File: src/core/acc_pkg.sv
package acc_pkg;

    // ------------------------------------------------------------------
    // Register map
    // ------------------------------------------------------------------
    // Printed offsets are not all multiples of four: they are word indices.
    localparam logic [7:0]  ACC_IDX_CONV_CTRL_B   = 8'h03;
    localparam logic [7:0]  ACC_IDX_CMP_CTRL      = 8'h08;
    localparam logic [7:0]  ACC_IDX_DIG_IN_DIS    = 8'h14;
    localparam logic [7:0]  ACC_IDX_CONV_STATE    = 8'h20;
    localparam logic [7:0]  ACC_IDX_IRQ_STATUS    = 8'h21;
    localparam logic [7:0]  ACC_IDX_IRQ_MASK      = 8'h22;

    // ------------------------------------------------------------------
    // Field positions
    // ------------------------------------------------------------------
    localparam int ACC_B_MUX_EN       = 6;
    localparam int ACC_B_CMP_DISABLE  = 7;
    localparam int ACC_B_BANDGAP      = 6;
    localparam int ACC_B_RESULT       = 5;
    localparam int ACC_B_FLAG         = 4;
    localparam int ACC_B_IRQ_EN       = 3;
    localparam int ACC_B_RESERVED     = 2;
    localparam int ACC_B_NEG_DIS      = 1;
    localparam int ACC_B_POS_DIS      = 0;
    localparam int ACC_B_CONV_EN      = 0;
    localparam int ACC_B_GIE          = 1;

    // ------------------------------------------------------------------
    // Writable masks and reset values
    // ------------------------------------------------------------------
    localparam logic [7:0]  ACC_CONV_B_WMASK      = 8'he7;
    localparam logic [7:0]  ACC_DIG_IN_WMASK      = 8'h3f;
    localparam logic [7:0]  ACC_CONV_STATE_WMASK  = 8'h03;
    localparam logic [7:0]  ACC_REG_RESET         = 8'h00;
    localparam logic [1:0]  ACC_STS_RESET         = 2'h0;

    // Interrupt status bits: comparator event and result change.
    localparam int ACC_S_EVENT  = 0;
    localparam int ACC_S_CHANGE = 1;

    typedef enum logic [1:0] {
        ACC_MODE_TOGGLE   = 2'b00,
        ACC_MODE_RESERVED = 2'b01,
        ACC_MODE_FALL     = 2'b10,
        ACC_MODE_RISE     = 2'b11
    } acc_mode_t;

endpackage : acc_pkg

File: src/core/acc_edge_if.sv
`timescale 1ns/1ps
`default_nettype none
interface acc_edge_if;
    logic       result;
    logic       rise;
    logic       fall;
    modport src (output result, output rise, output fall);
    modport dst (input result, input rise, input fall);
endinterface : acc_edge_if
`default_nettype wire

File: src/core/acc_sync_edge.sv
`timescale 1ns/1ps
`default_nettype none
module acc_sync_edge (
    // Clock and reset
    input  wire logic   pclk,
    input  wire logic   presetn,
    // Raw comparator level
    input  wire logic   raw_in,
    // Synchronised level and edges
    acc_edge_if.src     edge_o
);
    logic meta_ff;
    logic sync_ff;
    logic prev_ff;

    // ------------------------------------------------------------------
    // Synchroniser
    // ------------------------------------------------------------------
    always_ff @(posedge pclk or negedge presetn) begin
        if (!presetn) begin
            meta_ff <= 1'b0;
            sync_ff <= 1'b0;
        end else begin
            meta_ff <= raw_in;
            sync_ff <= meta_ff;
        end
    end

    // Edges compare against the value one clock earlier.
    always_ff @(posedge pclk or negedge presetn) begin
        if (!presetn) begin
            prev_ff <= 1'b0;
        end else begin
            prev_ff <= sync_ff;
        end
    end

    assign edge_o.result = sync_ff;
    assign edge_o.rise   = sync_ff & ~prev_ff;
    assign edge_o.fall   = ~sync_ff & prev_ff;
endmodule : acc_sync_edge
`default_nettype wire

File: src/core/acc_ctrl.sv
`timescale 1ns/1ps
`default_nettype none
module acc_ctrl
    import acc_pkg::*;
(
    // Clock and reset
    input  wire logic         pclk,
    input  wire logic         presetn,
    // APB slave
    input  wire logic         psel,
    input  wire logic         penable,
    input  wire logic         pwrite,
    input  wire logic [11:0]  paddr,
    input  wire logic [31:0]  pwdata,
    input  wire logic [3:0]   pstrb,
    output logic [31:0]       prdata,
    output logic              pready,
    output logic              pslverr,
    // Analog comparator front end
    input  wire logic         cmp_raw_out,
    output logic              cmp_power_on,
    output logic              cmp_pos_use_bandgap,
    output logic              cmp_neg_use_channel,
    output logic [1:0]        cmp_neg_channel,
    // Channel select from the converter multiplexer
    input  wire logic [1:0]   channel_select_low,
    // Pin buffers
    input  wire logic         cmp_positive_pin,
    input  wire logic         cmp_negative_pin,
    output logic              pos_pin_buffer_on,
    output logic              neg_pin_buffer_on,
    output logic              pos_pin_value,
    output logic              neg_pin_value,
    // Processor interrupt
    input  wire logic         irq_ack,
    output logic              cmp_irq_req,
    output logic              irq
);

    // ------------------------------------------------------------------
    // State
    // ------------------------------------------------------------------
    logic [7:0] conv_b_ff;
    logic [7:0] dig_dis_ff;
    logic       cmp_disable_ff;
    logic       bandgap_select_ff;
    logic       cmp_irq_flag_ff;
    logic       cmp_irq_enable_ff;
    logic [1:0] cmp_irq_mode_ff;
    logic       converter_enable_ff;
    logic       global_irq_enable_ff;
    logic [1:0] sts_ff;
    logic [1:0] mask_ff;
    logic [1:0] pin_meta_ff;
    logic [1:0] pin_sync_ff;
    logic [7:0] prdata_ff;
    logic [1:0] nxt_sts;
    logic       nxt_flag;
    logic       cmp_event;
    logic [7:0] cmp_ctrl_view;
    logic [7:0] rd_mux;
    logic       wr_acc;
    logic       rd_acc;
    logic       addr_ok;
    logic [7:0] idx;
    logic [7:0] wbyte;

    acc_edge_if edge_bus ();

    acc_sync_edge u_sync (
        .pclk    (pclk),
        .presetn (presetn),
        .raw_in  (cmp_raw_out),
        .edge_o  (edge_bus.src)
    );

    // ------------------------------------------------------------------
    // Bus decode
    // ------------------------------------------------------------------
    function automatic logic idx_known(input logic [7:0] i);
        idx_known = (i == ACC_IDX_CONV_CTRL_B) || (i == ACC_IDX_CMP_CTRL) ||
                    (i == ACC_IDX_DIG_IN_DIS) || (i == ACC_IDX_CONV_STATE) ||
                    (i == ACC_IDX_IRQ_STATUS) || (i == ACC_IDX_IRQ_MASK);
    endfunction : idx_known

    // Write-one-to-clear helper; a set in the same cycle wins.
    function automatic logic w1c(input logic cur, input logic set, input logic clr);
        w1c = set | (cur & ~clr);
    endfunction : w1c

    assign idx     = paddr[9:2];
    assign addr_ok = idx_known(idx) && (paddr[11:10] == 2'h0) && (paddr[1:0] == 2'h0);
    assign wr_acc  = psel & penable & pwrite & addr_ok & pstrb[0];
    assign rd_acc  = psel & ~penable & ~pwrite;
    assign wbyte   = pwdata[7:0];
    assign pready  = 1'b1;
    // Unmapped or misaligned addresses answer with an error.
    assign pslverr = psel & penable & ~addr_ok;
    assign prdata  = {24'h000000, prdata_ff};

    // ------------------------------------------------------------------
    // Control registers
    // ------------------------------------------------------------------
    always_ff @(posedge pclk or negedge presetn) begin
        if (!presetn) begin
            conv_b_ff  <= ACC_REG_RESET;
            dig_dis_ff <= ACC_REG_RESET;
        end else if (wr_acc && idx == ACC_IDX_CONV_CTRL_B) begin
            conv_b_ff  <= wbyte & ACC_CONV_B_WMASK;
        end else if (wr_acc && idx == ACC_IDX_DIG_IN_DIS) begin
            dig_dis_ff <= wbyte & ACC_DIG_IN_WMASK;
        end
    end

    always_ff @(posedge pclk or negedge presetn) begin
        if (!presetn) begin
            cmp_disable_ff    <= 1'b0;
            bandgap_select_ff <= 1'b0;
            cmp_irq_enable_ff <= 1'b0;
            cmp_irq_mode_ff   <= 2'h0;
        end else if (wr_acc && idx == ACC_IDX_CMP_CTRL) begin
            cmp_disable_ff    <= wbyte[ACC_B_CMP_DISABLE];
            bandgap_select_ff <= wbyte[ACC_B_BANDGAP];
            cmp_irq_enable_ff <= wbyte[ACC_B_IRQ_EN];
            cmp_irq_mode_ff   <= wbyte[1:0];
        end
    end

    always_ff @(posedge pclk or negedge presetn) begin
        if (!presetn) begin
            converter_enable_ff  <= 1'b0;
            global_irq_enable_ff <= 1'b0;
        end else if (wr_acc && idx == ACC_IDX_CONV_STATE) begin
            converter_enable_ff  <= wbyte[ACC_B_CONV_EN];
            global_irq_enable_ff <= wbyte[ACC_B_GIE];
        end
    end

    always_ff @(posedge pclk or negedge presetn) begin
        if (!presetn) begin
            mask_ff <= ACC_STS_RESET;
        end else if (wr_acc && idx == ACC_IDX_IRQ_MASK) begin
            mask_ff <= wbyte[1:0];
        end
    end

    // ------------------------------------------------------------------
    // Analog routing
    // ------------------------------------------------------------------
    // The channel pins belong to the converter whenever it is powered.
    assign cmp_neg_use_channel = conv_b_ff[ACC_B_MUX_EN] & ~converter_enable_ff;
    assign cmp_neg_channel     = channel_select_low;
    assign cmp_pos_use_bandgap = bandgap_select_ff;
    assign cmp_power_on        = ~cmp_disable_ff;

    // ------------------------------------------------------------------
    // Event detection
    // ------------------------------------------------------------------
    // The reserved mode never fires, so stray writes cannot raise requests.
    always_comb begin
        case (acc_mode_t'(cmp_irq_mode_ff))
            ACC_MODE_TOGGLE: cmp_event = edge_bus.rise | edge_bus.fall;
            ACC_MODE_FALL:   cmp_event = edge_bus.fall;
            ACC_MODE_RISE:   cmp_event = edge_bus.rise;
            default:         cmp_event = 1'b0;
        endcase
    end

    always_comb begin
        nxt_flag = cmp_event | (cmp_irq_flag_ff & ~irq_ack);
        if (wr_acc && idx == ACC_IDX_CMP_CTRL && wbyte[ACC_B_FLAG]) begin
            nxt_flag = cmp_event;
        end
    end

    always_ff @(posedge pclk or negedge presetn) begin
        if (!presetn) begin
            cmp_irq_flag_ff <= 1'b0;
        end else begin
            cmp_irq_flag_ff <= nxt_flag;
        end
    end

    assign cmp_irq_req = cmp_irq_flag_ff & cmp_irq_enable_ff & global_irq_enable_ff;

    // ------------------------------------------------------------------
    // Sticky status and interrupt line
    // ------------------------------------------------------------------
    always_comb begin
        logic [1:0] clr;
        clr = 2'h0;
        if (wr_acc && idx == ACC_IDX_IRQ_STATUS) begin
            clr = wbyte[1:0];
        end
        nxt_sts[ACC_S_EVENT]  = w1c(sts_ff[ACC_S_EVENT], cmp_event, clr[ACC_S_EVENT]);
        nxt_sts[ACC_S_CHANGE] = w1c(sts_ff[ACC_S_CHANGE], edge_bus.rise | edge_bus.fall,
                                    clr[ACC_S_CHANGE]);
    end

    always_ff @(posedge pclk or negedge presetn) begin
        if (!presetn) begin
            sts_ff <= ACC_STS_RESET;
        end else begin
            sts_ff <= nxt_sts;
        end
    end

    assign irq = |(sts_ff & mask_ff);

    // ------------------------------------------------------------------
    // Pin digital inputs
    // ------------------------------------------------------------------
    always_ff @(posedge pclk or negedge presetn) begin
        if (!presetn) begin
            pin_meta_ff <= 2'h0;
            pin_sync_ff <= 2'h0;
        end else begin
            pin_meta_ff <= {cmp_negative_pin, cmp_positive_pin};
            pin_sync_ff <= pin_meta_ff;
        end
    end

    assign pos_pin_buffer_on = ~dig_dis_ff[ACC_B_POS_DIS];
    assign neg_pin_buffer_on = ~dig_dis_ff[ACC_B_NEG_DIS];
    assign pos_pin_value     = pin_sync_ff[0] & ~dig_dis_ff[ACC_B_POS_DIS];
    assign neg_pin_value     = pin_sync_ff[1] & ~dig_dis_ff[ACC_B_NEG_DIS];

    // ------------------------------------------------------------------
    // Read path
    // ------------------------------------------------------------------
    always_comb begin
        cmp_ctrl_view                    = 8'h00;
        cmp_ctrl_view[ACC_B_CMP_DISABLE] = cmp_disable_ff;
        cmp_ctrl_view[ACC_B_BANDGAP]     = bandgap_select_ff;
        cmp_ctrl_view[ACC_B_RESULT]      = edge_bus.result;
        cmp_ctrl_view[ACC_B_FLAG]        = cmp_irq_flag_ff;
        cmp_ctrl_view[ACC_B_IRQ_EN]      = cmp_irq_enable_ff;
        cmp_ctrl_view[1:0]               = cmp_irq_mode_ff;
        case (idx)
            ACC_IDX_CONV_CTRL_B: rd_mux = conv_b_ff;
            ACC_IDX_CMP_CTRL:    rd_mux = cmp_ctrl_view;
            ACC_IDX_DIG_IN_DIS:  rd_mux = dig_dis_ff;
            ACC_IDX_CONV_STATE:  rd_mux = {6'h00, global_irq_enable_ff, converter_enable_ff};
            ACC_IDX_IRQ_STATUS:  rd_mux = {6'h00, sts_ff};
            ACC_IDX_IRQ_MASK:    rd_mux = {6'h00, mask_ff};
            default:             rd_mux = 8'h00;
        endcase
    end

    // Read data is captured in setup so it is stable through the access phase.
    always_ff @(posedge pclk or negedge presetn) begin
        if (!presetn) begin
            prdata_ff <= 8'h00;
        end else if (rd_acc) begin
            prdata_ff <= rd_mux;
        end
    end

endmodule : acc_ctrl
`default_nettype wire

File: config.mk
export PLATFORM = sky130hd
export DESIGN_NAME = acc_ctrl
export DESIGN_NICKNAME = d
export VERILOG_FILES = /design/src/core/acc_pkg.sv /design/src/core/acc_edge_if.sv /design/src/core/acc_sync_edge.sv /design/src/core/acc_ctrl.sv
export SDC_FILE = /design/constraint.sdc
export NUM_CORES = 1
export LEC_CHECK = 0
export BUFFER_PORTS_ARGS = -buffer_cell sky130_fd_sc_hd__clkbuf_2
export CORE_MARGIN = 8
export CORE_UTILIZATION = 40
export DETAILED_ROUTE_END_ITERATION = 8
export GPL_ROUTABILITY_DRIVEN = 1
export PLACE_DENSITY = 0.78
export SYNTH_ARGS = -nofsm -noshare
export SYNTH_HDL_FRONTEND = slang
export SYNTH_SLANG_ARGS = --single-unit
File: constraint.sdc
create_clock -name pclk -period 1.3 [get_ports pclk]
set_input_delay 0.195 -clock pclk [delete_from_list [all_inputs] [get_ports pclk]]
set_output_delay 0.195 -clock pclk [all_outputs]
set_load 0.01 [all_outputs]
### Word level (Yosys, flattened, before mapping)

Cells that the tools add are included.

| word-level totals | value |
|---|---|
| register bits | 39 |
| input bits | 59 |
| output and inout bits | 45 |
| word-level logic and storage cells | 83 |

| operators by class | value |
|---|---|
| equal/unequal tests | 8 |
| muxes and demuxes | 4 |
| bitwise logic cells | 35 |
| reductions and logical operators | 19 |

Operators by type and width:

| cell | count |
|---|---|
| one-hot mux 8 bit (6 select lines) | 1 |
| equality test 8 x 6 -> 1 bit (second input constant) | 3 |
| bitwise AND 1 bit | 17 |
| inverter 1 bit | 13 |
| logical AND 1 bit | 9 |
| equality test 8 x 2 -> 1 bit (second input constant) | 1 |
| equality test 8 x 4 -> 1 bit (second input constant) | 1 |
| equality test 8 x 5 -> 1 bit (second input constant) | 1 |
| logical NOT 2 bit | 3 |
| logical OR 1 bit | 5 |
| equality test 2 bit (second input constant) | 2 |
| bitwise OR 1 bit | 4 |
| one-hot mux 1 bit (3 select lines) | 1 |
| bitwise AND 2 bit | 1 |
| two-way mux 2 bit | 1 |
| AND reduction 2 bit | 1 |
| OR reduction 2 bit | 1 |
| two-way mux 1 bit | 1 |

### Longest topological paths before layout

Gate-level depths: netlist of the first run.

| depth | value |
|---|---|
| depth in word-level cells | 15 |
| depth in mapped cells | 6 |

### Modules after synthesis

From an unflattened synthesis of the first run, not the netlist that was laid out.

| second synthesis, totals | value |
|---|---|
| cells, all modules | 180 |
| area, all modules | 2006.9 um^2 |

Modules (own cells, without submodules):

| module | instances | cells an instance | area each (um^2) | seq. area each (um^2) |
|---|---|---|---|---|
| acc_ctrl | 1 | 175 | 1916.8 | 900.9 |
| acc_sync_edge | 1 | 5 | 90.1 | 75.1 |

### Worst setup path after synthesis of the first run

No wires, ideal clock.

| timing | value |
|---|---|
| path type | input -> register |
| start | in paddr[7] |
| end | reg conv_b_ff[0] |
| library setup time | 0.125 ns |
| arrival time | 1.581 ns |
| data required time | 1.175 ns |
| path slack | -0.405 ns |
| cell stages on the path | 5 |
| cells stage by stage | or4_4 > nor4_4 > and2_1 > buf_4 > mux2_2 |

| on the way | value |
|---|---|
| cells in the longest elaborated chain, start to end | 11 |

Ends and longest elaborated chain:

| element | RTL line | RTL |
|---|---|---|
| start: declaration | acc_ctrl.sv:13 | `input wire logic [11:0] paddr,` |
| equality test 8 x 2 -> 1 bit or equality test 8 x 4 -> 1 bit (tied branches) | acc_ctrl.sv:81, acc_ctrl.sv:108 |  |
| logical OR 1 bit (2 in a row) | acc_ctrl.sv:81 | `idx_known = (i == ACC_IDX_CONV_CTRL_B) \|\| (i == ACC_IDX_CMP_CTRL) \|\|` |
| logical OR 1 bit (2 in a row) | acc_ctrl.sv:82 | `(i == ACC_IDX_DIG_IN_DIS) \|\| (i == ACC_IDX_CONV_STATE) \|\|` |
| logical OR 1 bit | acc_ctrl.sv:83 | `(i == ACC_IDX_IRQ_STATUS) \|\| (i == ACC_IDX_IRQ_MASK);` |
| logical AND 1 bit (2 in a row) | acc_ctrl.sv:92 | `assign addr_ok = idx_known(idx) && (paddr[11:10] == 2'h0) && (paddr[1:0] == 2'h0);` |
| bitwise AND 1 bit (2 in a row) | acc_ctrl.sv:93 | `assign wr_acc = psel & penable & pwrite & addr_ok & pstrb[0];` |
| logical AND 1 bit * | acc_ctrl.sv:108 | `end else if (wr_acc && idx == ACC_IDX_CONV_CTRL_B) begin` |
| end signal: assignment | acc_ctrl.sv:109 | `conv_b_ff <= wbyte & ACC_CONV_B_WMASK;` |
| end: declaration | acc_ctrl.sv:43 | `logic [7:0] conv_b_ff;` |

Every way passes the cells marked *; elsewhere a longest branch is shown, timed or not.
A chain may end at the register's enable or synchronous reset.

### Final worst setup path of the first run

| timing | value |
|---|---|
| start | in paddr[3] |
| end | out pslverr |

| on the way | value |
|---|---|
| cells in the longest elaborated chain, start to end | 10 |

Ends and longest elaborated chain:

| element | RTL line | RTL |
|---|---|---|
| equality test 8 x 2 -> 1 bit or equality test 8 x 4 -> 1 bit (tied branches) | acc_ctrl.sv:81 |  |
| logical OR 1 bit (2 in a row) | acc_ctrl.sv:81 |  |
| logical OR 1 bit (2 in a row) | acc_ctrl.sv:82 |  |
| logical OR 1 bit * | acc_ctrl.sv:83 |  |
| logical AND 1 bit * (2 in a row) | acc_ctrl.sv:92 |  |
| inverter 1 bit * | acc_ctrl.sv:98 | `assign pslverr = psel & penable & ~addr_ok;` |
| bitwise AND 1 bit * | acc_ctrl.sv:98 |  |
| end: declaration | acc_ctrl.sv:18 | `output logic pslverr,` |

Marked as above.

==> results.json, run 1 <==
{
  "die_w_um": 87.5,
  "dp.cells": 310,
  "ys_ff_latch": 39,
  "antenna_found_initial": 0,
  "start_kind": "input pin",
  "yosys.area.top_type": "dfrtp_1",
  "syn_inst": 181,
  "combPwrFrac": 0.148,
  "p_int_mw": 1.79,
  "initial_core_util": 0.408,
  "n_fill_cell": 472,
  "die_area_um2": 7650,
  "wl_mm": 5.23,
  "drt_iter0_drc": 128,
  "ir_worst_vdd_v": 0.000754,
  "maxCapViolCount": 0,
  "h-tree-depth": 2,
  "syn_to_final_growth_pct": 32.5,
  "synth_async_sr_flop_share": 1.00,
  "tns_ps": -2370,
  "switchingPower_mw": 0.634,
  "viasPerCell": 4.97,
  "place_congestion": 0.849,
  "rsz0062_at_grt": "yes",
  "drv_slew": 0,
  "hold_viol": 0,
  "skew_ps": 6.21,
  "end_kind": "primary output",
  "regArea_um2": 976,
  "track_usage": 0.132,
  "cellPowerDensity_nw_per_um2": 894,
  "syn_area_per_cell_um2": 11.3,
  "ys_seq_area_frac": 0.478,
  "max_clock_freq_ghz": 0.649,
  "cts_tree": "built",
  "vias": 1625,
  "grt_pass1_vias": 1604,
  "synth_area_leaders": "dfrtp_1 48%, buf_4 10%, mux2_2 8.8%",
  "synthFlopType": "dfrtp_1",
  "cts-root-buf": "clkbuf_8",
  "clkSlewWorstSetupHoldPaths_ps": 70,
  "grt-ovfl-total": 0,
  "synth_edf_count": 0,
  "synth_common_cells": "39 x dfrtp_1, 28 x buf_4, 16 x mux2_2",
  "path_class": "in -> out",
  "cts-buffers-inserted": 5,
  "synth.most_common_cell": "dfrtp_1",
  "drc_errors": 0,
  "antenna_cells": 0,
  "drive_gt1_frac": 0.471,
  "clk_path_buf_depth": 2,
  "grt_max_degree": 40,
  "cts_sinks": 39,
  "setup_slack_ps": -241,
  "dp_hpwl_mm": 3.89,
  "fin_crit_sh": 1.19,
  "row_count": 26,
  "grt_pass1_wl_mm": 7.93,
  "final_antenna_net_count": 0,
  "outcome": "finished with violations",
  "dr.pass1.iters": 6,
  "setup_viol": 24,
  "finalNetCount": 317,
  "power_frac_seq": 0.525,
  "ioPinCount": 104,
  "critPathRequiredTime_ps": 1110,
  "hold_path.class": "in -> reg",
  "multi_input_area_um2": 985,
  "switching_share": 0.262,
  "yosysTopAreaCellShare": 0.478,
  "clk_latency_ps": 280,
  "chipHeight_um": 87.5,
  "min_period_ps": 1540,
  "io_buffers": 47,
  "syn_area_um2": 2040,
  "arrival_ps": 1350,
  "violations": "setup timing",
  "clockPowerShare": 0.326,
  "core_area_um2": 5010,
  "synth.distinct_cells": 40,
  "p_leak_nw": 1.36,
  "path_max_fanout": 4,
  "instances_no_fill": 327,
  "wl_per_cell_um": 16.0,
  "ys_warn_count": 0
}
worst max-delay path: stages:
cell and delay, ps:
buf_8 100, buf_6 120, or2b_1 230, o22ai_2 230
a221oi_2 110, o211a_1 250, buf_6 120
power groups by stage:
stage                     Clock, mW  Combinational, mW  Sequential, mW
final                         0.790              0.359            1.27
after global routing          0.871              0.393            1.27
after CTS                     0.814              0.320            1.27
after global placement            0              0.304            1.29
after detailed placement          0              0.309            1.30
after floorplan                   0              0.183            1.31
sequential cells by signal, summed over array words and instances (netlist names):
register,flops
cmp_disable_ff,1
cmp_irq_enable_ff,1
cmp_irq_flag_ff,1
cmp_irq_mode_ff,2
cmp_pos_use_bandgap,1
conv_b_ff,6
converter_enable_ff,1
dig_dis_ff,6
global_irq_enable_ff,1
mask_ff,2
pin_meta_ff,2
pin_sync_ff,2
prdata_ff,8
sts_ff,2
u_sync.edge_o.result,1
u_sync.meta_ff,1
u_sync.prev_ff,1
cell usage in the layout, fill, tap and decap left out, types with 2 or more instances in the layout:
| master | count |
|---|---|
| a21oi_1 | 5 |
| a221oi_1 | 3 |
| a222oi_1 | 3 |
| a22oi_1 | 2 |
| buf_4 | 21 |
| buf_6 | 11 |
| clkbuf_2 | 41 |
| clkbuf_8 | 5 |
| conb_1 | 25 |
| dfrtp_1 | 39 |
| dlygate4sd3_1 | 3 |
| ha_1 | 2 |
| inv_1 | 6 |
| mux2_2 | 10 |
| mux2_4 | 10 |
| mux2i_1 | 3 |
| nand2_1 | 6 |
| nand2_4 | 2 |
| nand4_1 | 3 |
| nor2_1 | 15 |
| nor2b_1 | 4 |
| nor4_4 | 2 |
| o2bb2ai_1 | 2 |
| o31ai_1 | 2 |
| or4_4 | 2 |
layer usage:
metal  vias up  global-route usage  routed length (um)
met3        12              0.0406                 501
met4         0              0.0344                  68
met1       809               0.156                1990
li1        738                   -                   -
met5         -                   0                   0
met2        66               0.225                2670
area by class of cell:
cell class | count | area share
multi-input cells | 126 | 0.364
clock inverters | 2 | 0.00462
inverters | 6 | 0.00832
repair buffers | 78 | 0.204
flip-flops and latches | 39 | 0.360
well taps | 70 | 0.0323
clock buffers | 6 | 0.0268
stage by stage:
step	worst slack, ps	power, mW	util	hold slack, ps	area (um^2)
3_3_place_gp	-508	1.60	0.479	176	2400
6_report	-241	2.42	0.540	17.9	2710
5_1_grt	-263	2.54	0.540	10.5	2710
4_1_cts	-184	2.41	0.511	1.72	2560
3_5_place_dp	-570	1.61	0.479	182	2400
2_1_floorplan	-402	1.49	-	-101	2140
worst paths after layout:
path | from | endpoint | slack [ps] | cells past startpoint
setup / recovery | paddr[3] | pslverr | -240 | 7
hold / removal | cmp_positive_pin | pin_meta_ff[0]$_DFF_PN0_ | 20 | 1
setup reg to reg | u_sync.edge_o.result$_DFF_PN0_ | cmp_irq_flag_ff$_DFF_PN0_ | 30 | 5
hold reg to reg | pin_meta_ff[1]$_DFF_PN0_ | pin_sync_ff[1]$_DFF_PN0_ | 350 | 0
max in group asynchronous | presetn | converter_enable_ff$_DFFE_PN0P_ | 690 | 3
min in group asynchronous | presetn | prdata_ff[4]$_DFFE_PN0P_ | 410 | 3
repair_timing:
| item | 4_1_cts | 5_1_grt |
|---|---|---|
| hold buffers | 1 | 2 |
| buffers inserted | 1 | 6 |
| endpoints found under the hold margin | 39 | 2 |
| setup endpoints to repair | 22 | 29 |
| pin swaps | 2 | 9 |
| resized for setup | 15 | 29 |
cell families (layout without fill, tap and decap cells):
group	count (synthesis)	after routing	synth area share
AO/OA/AOI/OAI	26	26	0.0974
adder cells (fa/ha/maj)	2	2	0.0122
multiplexers	23	23	0.132
AND/OR/NAND/NOR	50	50	0.152
buffers and inverters	39	92	0.125
flip-flops	39	39	0.478
other	2	25	0.00368
Note: power is estimated with default switching activity, not from simulation.
==> inputs of run 2 (changes only) <==
--- a/config.mk
+++ b/config.mk
@@ -5,12 +5,14 @@
 export SDC_FILE = /design/constraint.sdc
 export NUM_CORES = 1
 export LEC_CHECK = 0
+export ABC_AREA = 1
 export BUFFER_PORTS_ARGS = -buffer_cell sky130_fd_sc_hd__clkbuf_2
+export CORE_ASPECT_RATIO = 2
 export CORE_MARGIN = 8
 export CORE_UTILIZATION = 40
 export DETAILED_ROUTE_END_ITERATION = 8
 export GPL_ROUTABILITY_DRIVEN = 1
-export PLACE_DENSITY = 0.78
+export PLACE_DENSITY = 0.76
 export SYNTH_ARGS = -nofsm -noshare
 export SYNTH_HDL_FRONTEND = slang
 export SYNTH_SLANG_ARGS = --single-unit
==> results.json, run 2 <==
{
  "chipHeight_um": 121,
  "row_count": 38,
  "rr_startpoint": "u_sync.edge_o.result$_DFF_PN0_",
  "core_area_um2": 5370,
  "clkSlewWorstSetupHoldPaths_ps": 80,
  "max_clock_freq_ghz": 0.745,
  "multi_input_area_um2": 1020,
  "combPwrFrac": 0.135,
  "ys_warn_count": 0,
  "drt_iter0_drc": 85,
  "dr.pass1.iters": 4,
  "arrival_ps": 1150,
  "syn_area_um2": 2210,
  "cts_tree": "built",
  "post-route-util": 0.531,
  "final_antenna_net_count": 0,
  "hold_viol": 0,
  "outcome": "finished with violations",
  "cts_sinks": 39,
  "h-tree-depth": 2,
  "path_max_fanout": 4,
  "min_period_ps": 1340,
  "synth_edf_count": 0,
  "clockPowerShare": 0.339,
  "p_leak_nw": 1.55,
  "start_kind": "input pin",
  "syn_area_per_cell_um2": 8.12,
  "cts-buffers-inserted": 5,
  "finalNetCount": 408,
  "synth.most_common_cell": "nand2_1",
  "wl_per_cell_um": 14.0,
  "maxCapViolCount": 0,
  "antenna_found_initial": 0,
  "fin_crit_sh": 1.03,
  "rsz0062_at_grt": "yes",
  "grt_pass1_vias": 1970,
  "critPathRequiredTime_ps": 1110,
  "largest_reg_flops": 8,
  "ys_seq_area_frac": 0.442,
  "regArea_um2": 976,
  "synth_async_sr_flop_share": 1.00,
  "whs_ps": 141,
  "clk_path_buf_depth": 2,
  "ir_worst_vdd_v": 0.000759,
  "violations": "setup timing",
  "top_regs": "prdata_ff x8, conv_b_ff x6, dig_dis_ff x6",
  "yosys.area.top_type": "dfrtp_1",
  "viasPerCell": 4.86,
  "grt_pass1_wl_mm": 8.83,
  "die_area_um2": 8300,
  "regMostFlops": "prdata_ff",
  "synth_common_cells": "80 x nand2_1, 39 x dfrtp_1, 33 x inv_1",
  "clk_latency_ps": 290,
  "yosysTopAreaCellShare": 0.442,
  "p_int_mw": 1.74,
  "synth.distinct_cells": 33,
  "io_buffers": 47,
  "setup_slack_ps": -41.8,
  "switchingPower_mw": 0.631,
  "synth_area_leaders": "dfrtp_1 44%, nand2_1 14%, buf_4 9.9%",
  "power_frac_seq": 0.526,
  "hold_path.class": "in -> reg",
  "antenna_cells": 0,
  "cts-root-buf": "clkbuf_8",
  "place_congestion": 0.834,
  "final_cell_mix": "70 x nand2_1, 39 x dfrtp_1, 39 x clkbuf_2, 27 x inv_1",
  "drc_errors": 0,
  "skew_ps": 5.15,
  "path_class": "in -> out",
  "ioPinCount": 104,
  "wl_mm": 5.73,
  "drive_gt1_frac": 0.353,
  "min_from": "pwdata[5]",
  "initial_core_util": 0.411,
  "ys_ff_latch": 39,
  "end_kind": "primary output",
  "synthFlopType": "dfrtp_1",
  "dp_hpwl_mm": 4.40,
  "setup_viol": 1,
  "syn_inst": 272,
  "vias": 1983,
  "layout_commonest_cell": "nand2_1",
  "grt-ovfl-total": 0,
  "syn_to_final_growth_pct": 29.1,
  "cellPowerDensity_nw_per_um2": 833,
  "n_fill_cell": 492,
  "grt_max_degree": 40,
  "crit_start": "paddr[3]",
  "die_w_um": 68.5,
  "track_usage": 0.139,
  "drv_slew": 0,
  "switching_share": 0.266
}
[run 2: changes by cell type in the layout (fill, tap and decap cells not counted), moves of 8 or more]
cell,change
nand2_1,+64
inv_1,+21
nand4_1,+15
mux2_2,-10
mux2_4,-10
nand2_2,+8
[run 2: critical path: stages]
cell     delay [ps]
buf_6           110
nand2_2          60
inv_2            30
nand2_2          70
nor2_4           50
nor2_2          100
nand3_2          70
and2_4          150
nor3_2          150
buf_2           150
[run 2: layout make-up]
cell class | instances | share of cell area
repair buffers | 79 | 0.197
clock buffers | 6 | 0.0254
multi-input cells | 188 | 0.358
clock inverters | 2 | 0.00439
well taps | 60 | 0.0263
flip-flops and latches | 39 | 0.342
inverters | 34 | 0.0465
[run 2: worst paths after layout]
| path | cells past startpoint | to | slack (ps) |
|---|---|---|---|
| setup / recovery | 10 | pslverr | -40 |
| hold / removal | 3 | conv_b_ff[5]$_DFFE_PN0P_ | 140 |
| setup reg to reg | 4 | cmp_irq_flag_ff$_DFF_PN0_ | 60 |
| hold reg to reg | 0 | pin_sync_ff[0]$_DFF_PN0_ | 350 |
| max in group asynchronous | 3 | prdata_ff[5]$_DFFE_PN0P_ | 700 |
| min in group asynchronous | 3 | mask_ff[1]$_DFFE_PN0P_ | 400 |
[run 2: power by group through the flow]
stage	Combinational (mW)	Sequential (mW)	Clock [mW]
final	0.321	1.25	0.807
after global routing	0.352	1.25	0.879
after CTS	0.285	1.25	0.836
after detailed placement	0.263	1.27	0
after global placement	0.257	1.27	0
after floorplan	0.173	1.28	0
[run 2: timing repair]
action	in CTS	in global routing
resized for setup	11	42
hold buffers	4	0
pin swaps	6	14
hold endpoints to repair	42	0
setup endpoints to repair	1	21
buffers inserted	2	6
[run 2: logic make-up (layout without fill, tap and decap cells)]
family / count (synthesis) / count (layout) / synth area share
AOI/OAI and AO/OA: 27 / 27 / 0.0771
adders and majority gates: 2 / 2 / 0.0113
buffers and inverters: 68 / 121 / 0.177
DFF: 39 / 39 / 0.442
other: 2 / 25 / 0.00340
and+or+nand+nor: 134 / 134 / 0.290
[run 2: stage by stage]
step	setup WS, ps	cell area [um^2]	setup TNS [ps]	std cells	total power, mW
2_1_floorplan	1.54	2300	0	295	1.45
3_3_place_gp	-225	2520	-3500	388	1.53
3_5_place_dp	-235	2520	-4040	388	1.54
4_1_cts	-42.6	2700	-55.9	402	2.37
5_1_grt	-91.2	2850	-383	408	2.48
6_report	-41.8	2850	-41.8	408	2.38
[run 2: metal layers]
metal | global-route usage | wire length (um)
met1 | 0.133 | 1920
met2 | 0.249 | 3150
met3 | 0.0352 | 454
met4 | 0.0826 | 208
met5 | 0 | 0
==> inputs of run 3 (changes only) <==
--- a/config.mk
+++ b/config.mk
@@ -13,6 +13,7 @@
 export DETAILED_ROUTE_END_ITERATION = 8
 export GPL_ROUTABILITY_DRIVEN = 1
 export PLACE_DENSITY = 0.76
+export REMOVE_ABC_BUFFERS = 1
 export SYNTH_ARGS = -nofsm -noshare
 export SYNTH_HDL_FRONTEND = slang
 export SYNTH_SLANG_ARGS = --single-unit
==> results.json, run 3 (synthesis gave the netlist of run 2 again) <==
{
  "outcome": "finished with violations",
  "violations": "setup timing",
  "vias": 1941,
  "track_usage": 0.139,
  "path_class": "in -> out",
  "drc_errors": 0,
  "ioPinCount": 104,
  "initial_core_util": 0.411,
  "antenna_cells": 0,
  "io_buffers": 47,
  "multi_input_area_um2": 991,
  "place_congestion": 0.853,
  "drt_iter0_drc": 49,
  "hold_viol": 0,
  "skew_ps": 8.06,
  "n_fill_cell": 541,
  "die_area_um2": 8300,
  "cts-root-buf": "clkbuf_8",
  "instances_no_fill": 404,
  "drv_slew": 0,
  "top_regs": "prdata_ff x8, conv_b_ff x6, dig_dis_ff x6",
  "final_cell_mix": "73 x nand2_1, 39 x dfrtp_1, 39 x clkbuf_2, 29 x inv_1, 27 x buf_4",
  "start_kind": "input pin",
  "fin_crit_sh": 1.06,
  "critPathRequiredTime_ps": 1110,
  "p_leak_nw": 1.53,
  "cts-buffers-inserted": 5,
  "cellPowerDensity_nw_per_um2": 882,
  "p_total_mw": 2.44,
  "clk_path_buf_depth": 2,
  "die_w_um": 68.5,
  "finalNetCount": 404,
  "regArea_um2": 976,
  "cts_tree": "built",
  "min_period_ps": 1370,
  "antenna_found_initial": 0,
  "row_count": 38,
  "dp.cells": 388,
  "dp_hpwl_mm": 4.33,
  "grt_max_degree": 40,
  "regMostFlops": "prdata_ff",
  "wl_mm": 5.54,
  "clk_latency_ps": 290,
  "drive_gt1_frac": 0.331,
  "hold_path.class": "in -> reg",
  "dr.pass1.iters": 4,
  "arrival_ps": 1180,
  "viasPerCell": 4.80,
  "chipHeight_um": 121,
  "clkSlewWorstSetupHoldPaths_ps": 70,
  "end_kind": "primary output",
  "ir_worst_vdd_v": 0.000643,
  "layout_commonest_cell": "nand2_1",
  "cts_sinks": 39,
  "max_clock_freq_ghz": 0.728,
  "largest_reg_flops": 8,
  "setup_viol": 1,
  "maxCapViolCount": 0,
  "rsz0062_at_grt": "yes",
  "syn_to_final_growth_pct": 25.3,
  "path_max_fanout": 4,
  "grt_pass1_vias": 1991,
  "setup_slack_ps": -74.0,
  "final_antenna_net_count": 0,
  "grt_pass1_wl_mm": 8.94,
  "h-tree-depth": 2,
  "core_area_um2": 5370,
  "grt-ovfl-total": 0,
  "wl_per_cell_um": 13.7
}
==> run 3: cell types whose count changed in the layout (fill, tap and decap cells not counted), sizes merged <==
cell | previous run | this run
clkbuf | 46 | 47
dlygate4sd3 | 4 | 1
clkinvlp | 1 | 0
clkinv | 2 | 1
==> run 3: layout make-up <==
| type | count | area share |
|---|---|---|
| flip-flops and latches | 39 | 0.353 |
| repair buffers | 75 | 0.180 |
| clock buffers | 8 | 0.0362 |
| inverters | 34 | 0.0461 |
| multi-input cells | 188 | 0.358 |
| well taps | 60 | 0.0271 |
==> run 3: path summary, 6_finish.rpt <==
check                                          startpoint                              to  slack, ps  depth (start not counted)
setup reg to reg           u_sync.edge_o.result$_DFF_PN0_             sts_ff[0]$_DFF_PN0_         90                          4
min in group asynchronous                         presetn        u_sync.prev_ff$_DFF_PN0_        400                          3
setup / recovery                                 paddr[2]                         pslverr        -70                          9
hold reg to reg                  u_sync.meta_ff$_DFF_PN0_  u_sync.edge_o.result$_DFF_PN0_        350                          0
hold / removal                                cmp_raw_out        u_sync.meta_ff$_DFF_PN0_          9                          1
max in group asynchronous                         presetn        pin_sync_ff[1]$_DFF_PN0_        690                          3
==> run 3: routing by layer <==
metal / vias up / wire length [um] / track usage
li1: 958 / - / -
met4: 0 / 196 / 0.0800
met1: 899 / 1930 / 0.144
met5: - / 0 / 0
met3: 13 / 362 / 0.0231
met2: 71 / 3050 / 0.247
==> run 3: metrics by stage <==
step                      TNS [ps]  hold slack [ps]  area (um^2)   util  setup WS (ps)
after floorplan              -9200             -101         2030      -           -699
after global placement       -2780              176         2500  0.466           -191
after detailed placement     -3680              178         2500  0.466           -236
after CTS                    -56.1             7.50         2650  0.493          -56.1
after global routing         -1660             1.07         2770  0.515           -145
final                        -74.0             8.52         2770  0.515          -74.0
==> run 3: timing repair <==
| item | 4_1_cts | 5_1_grt |
|---|---|---|
| gates resized for setup | 5 | 37 |
| setup endpoints to repair | 1 | 20 |
| setup buffers | 2 | 5 |
| pin swaps | 4 | 13 |
| endpoints found under the hold margin | 39 | 0 |
| hold buffers | 1 | 0 |
==> run 3: where the power goes <==
part	total, mW	internal [mW]	switching, mW	leakage, nW
clock network	0.899	0.484	0.415	0.0515
logic	0.291	0.117	0.174	0.978
registers	1.25	1.24	0.0127	0.501
==> run 3: worst max-delay path, stage by stage <==
cell	delay, ps
buf_8	100
nor2_2	170
nand2_1	90
nor2_2	160
nor2_2	50
nand3_2	70
and2_4	160
nor3_2	40
buf_2	130
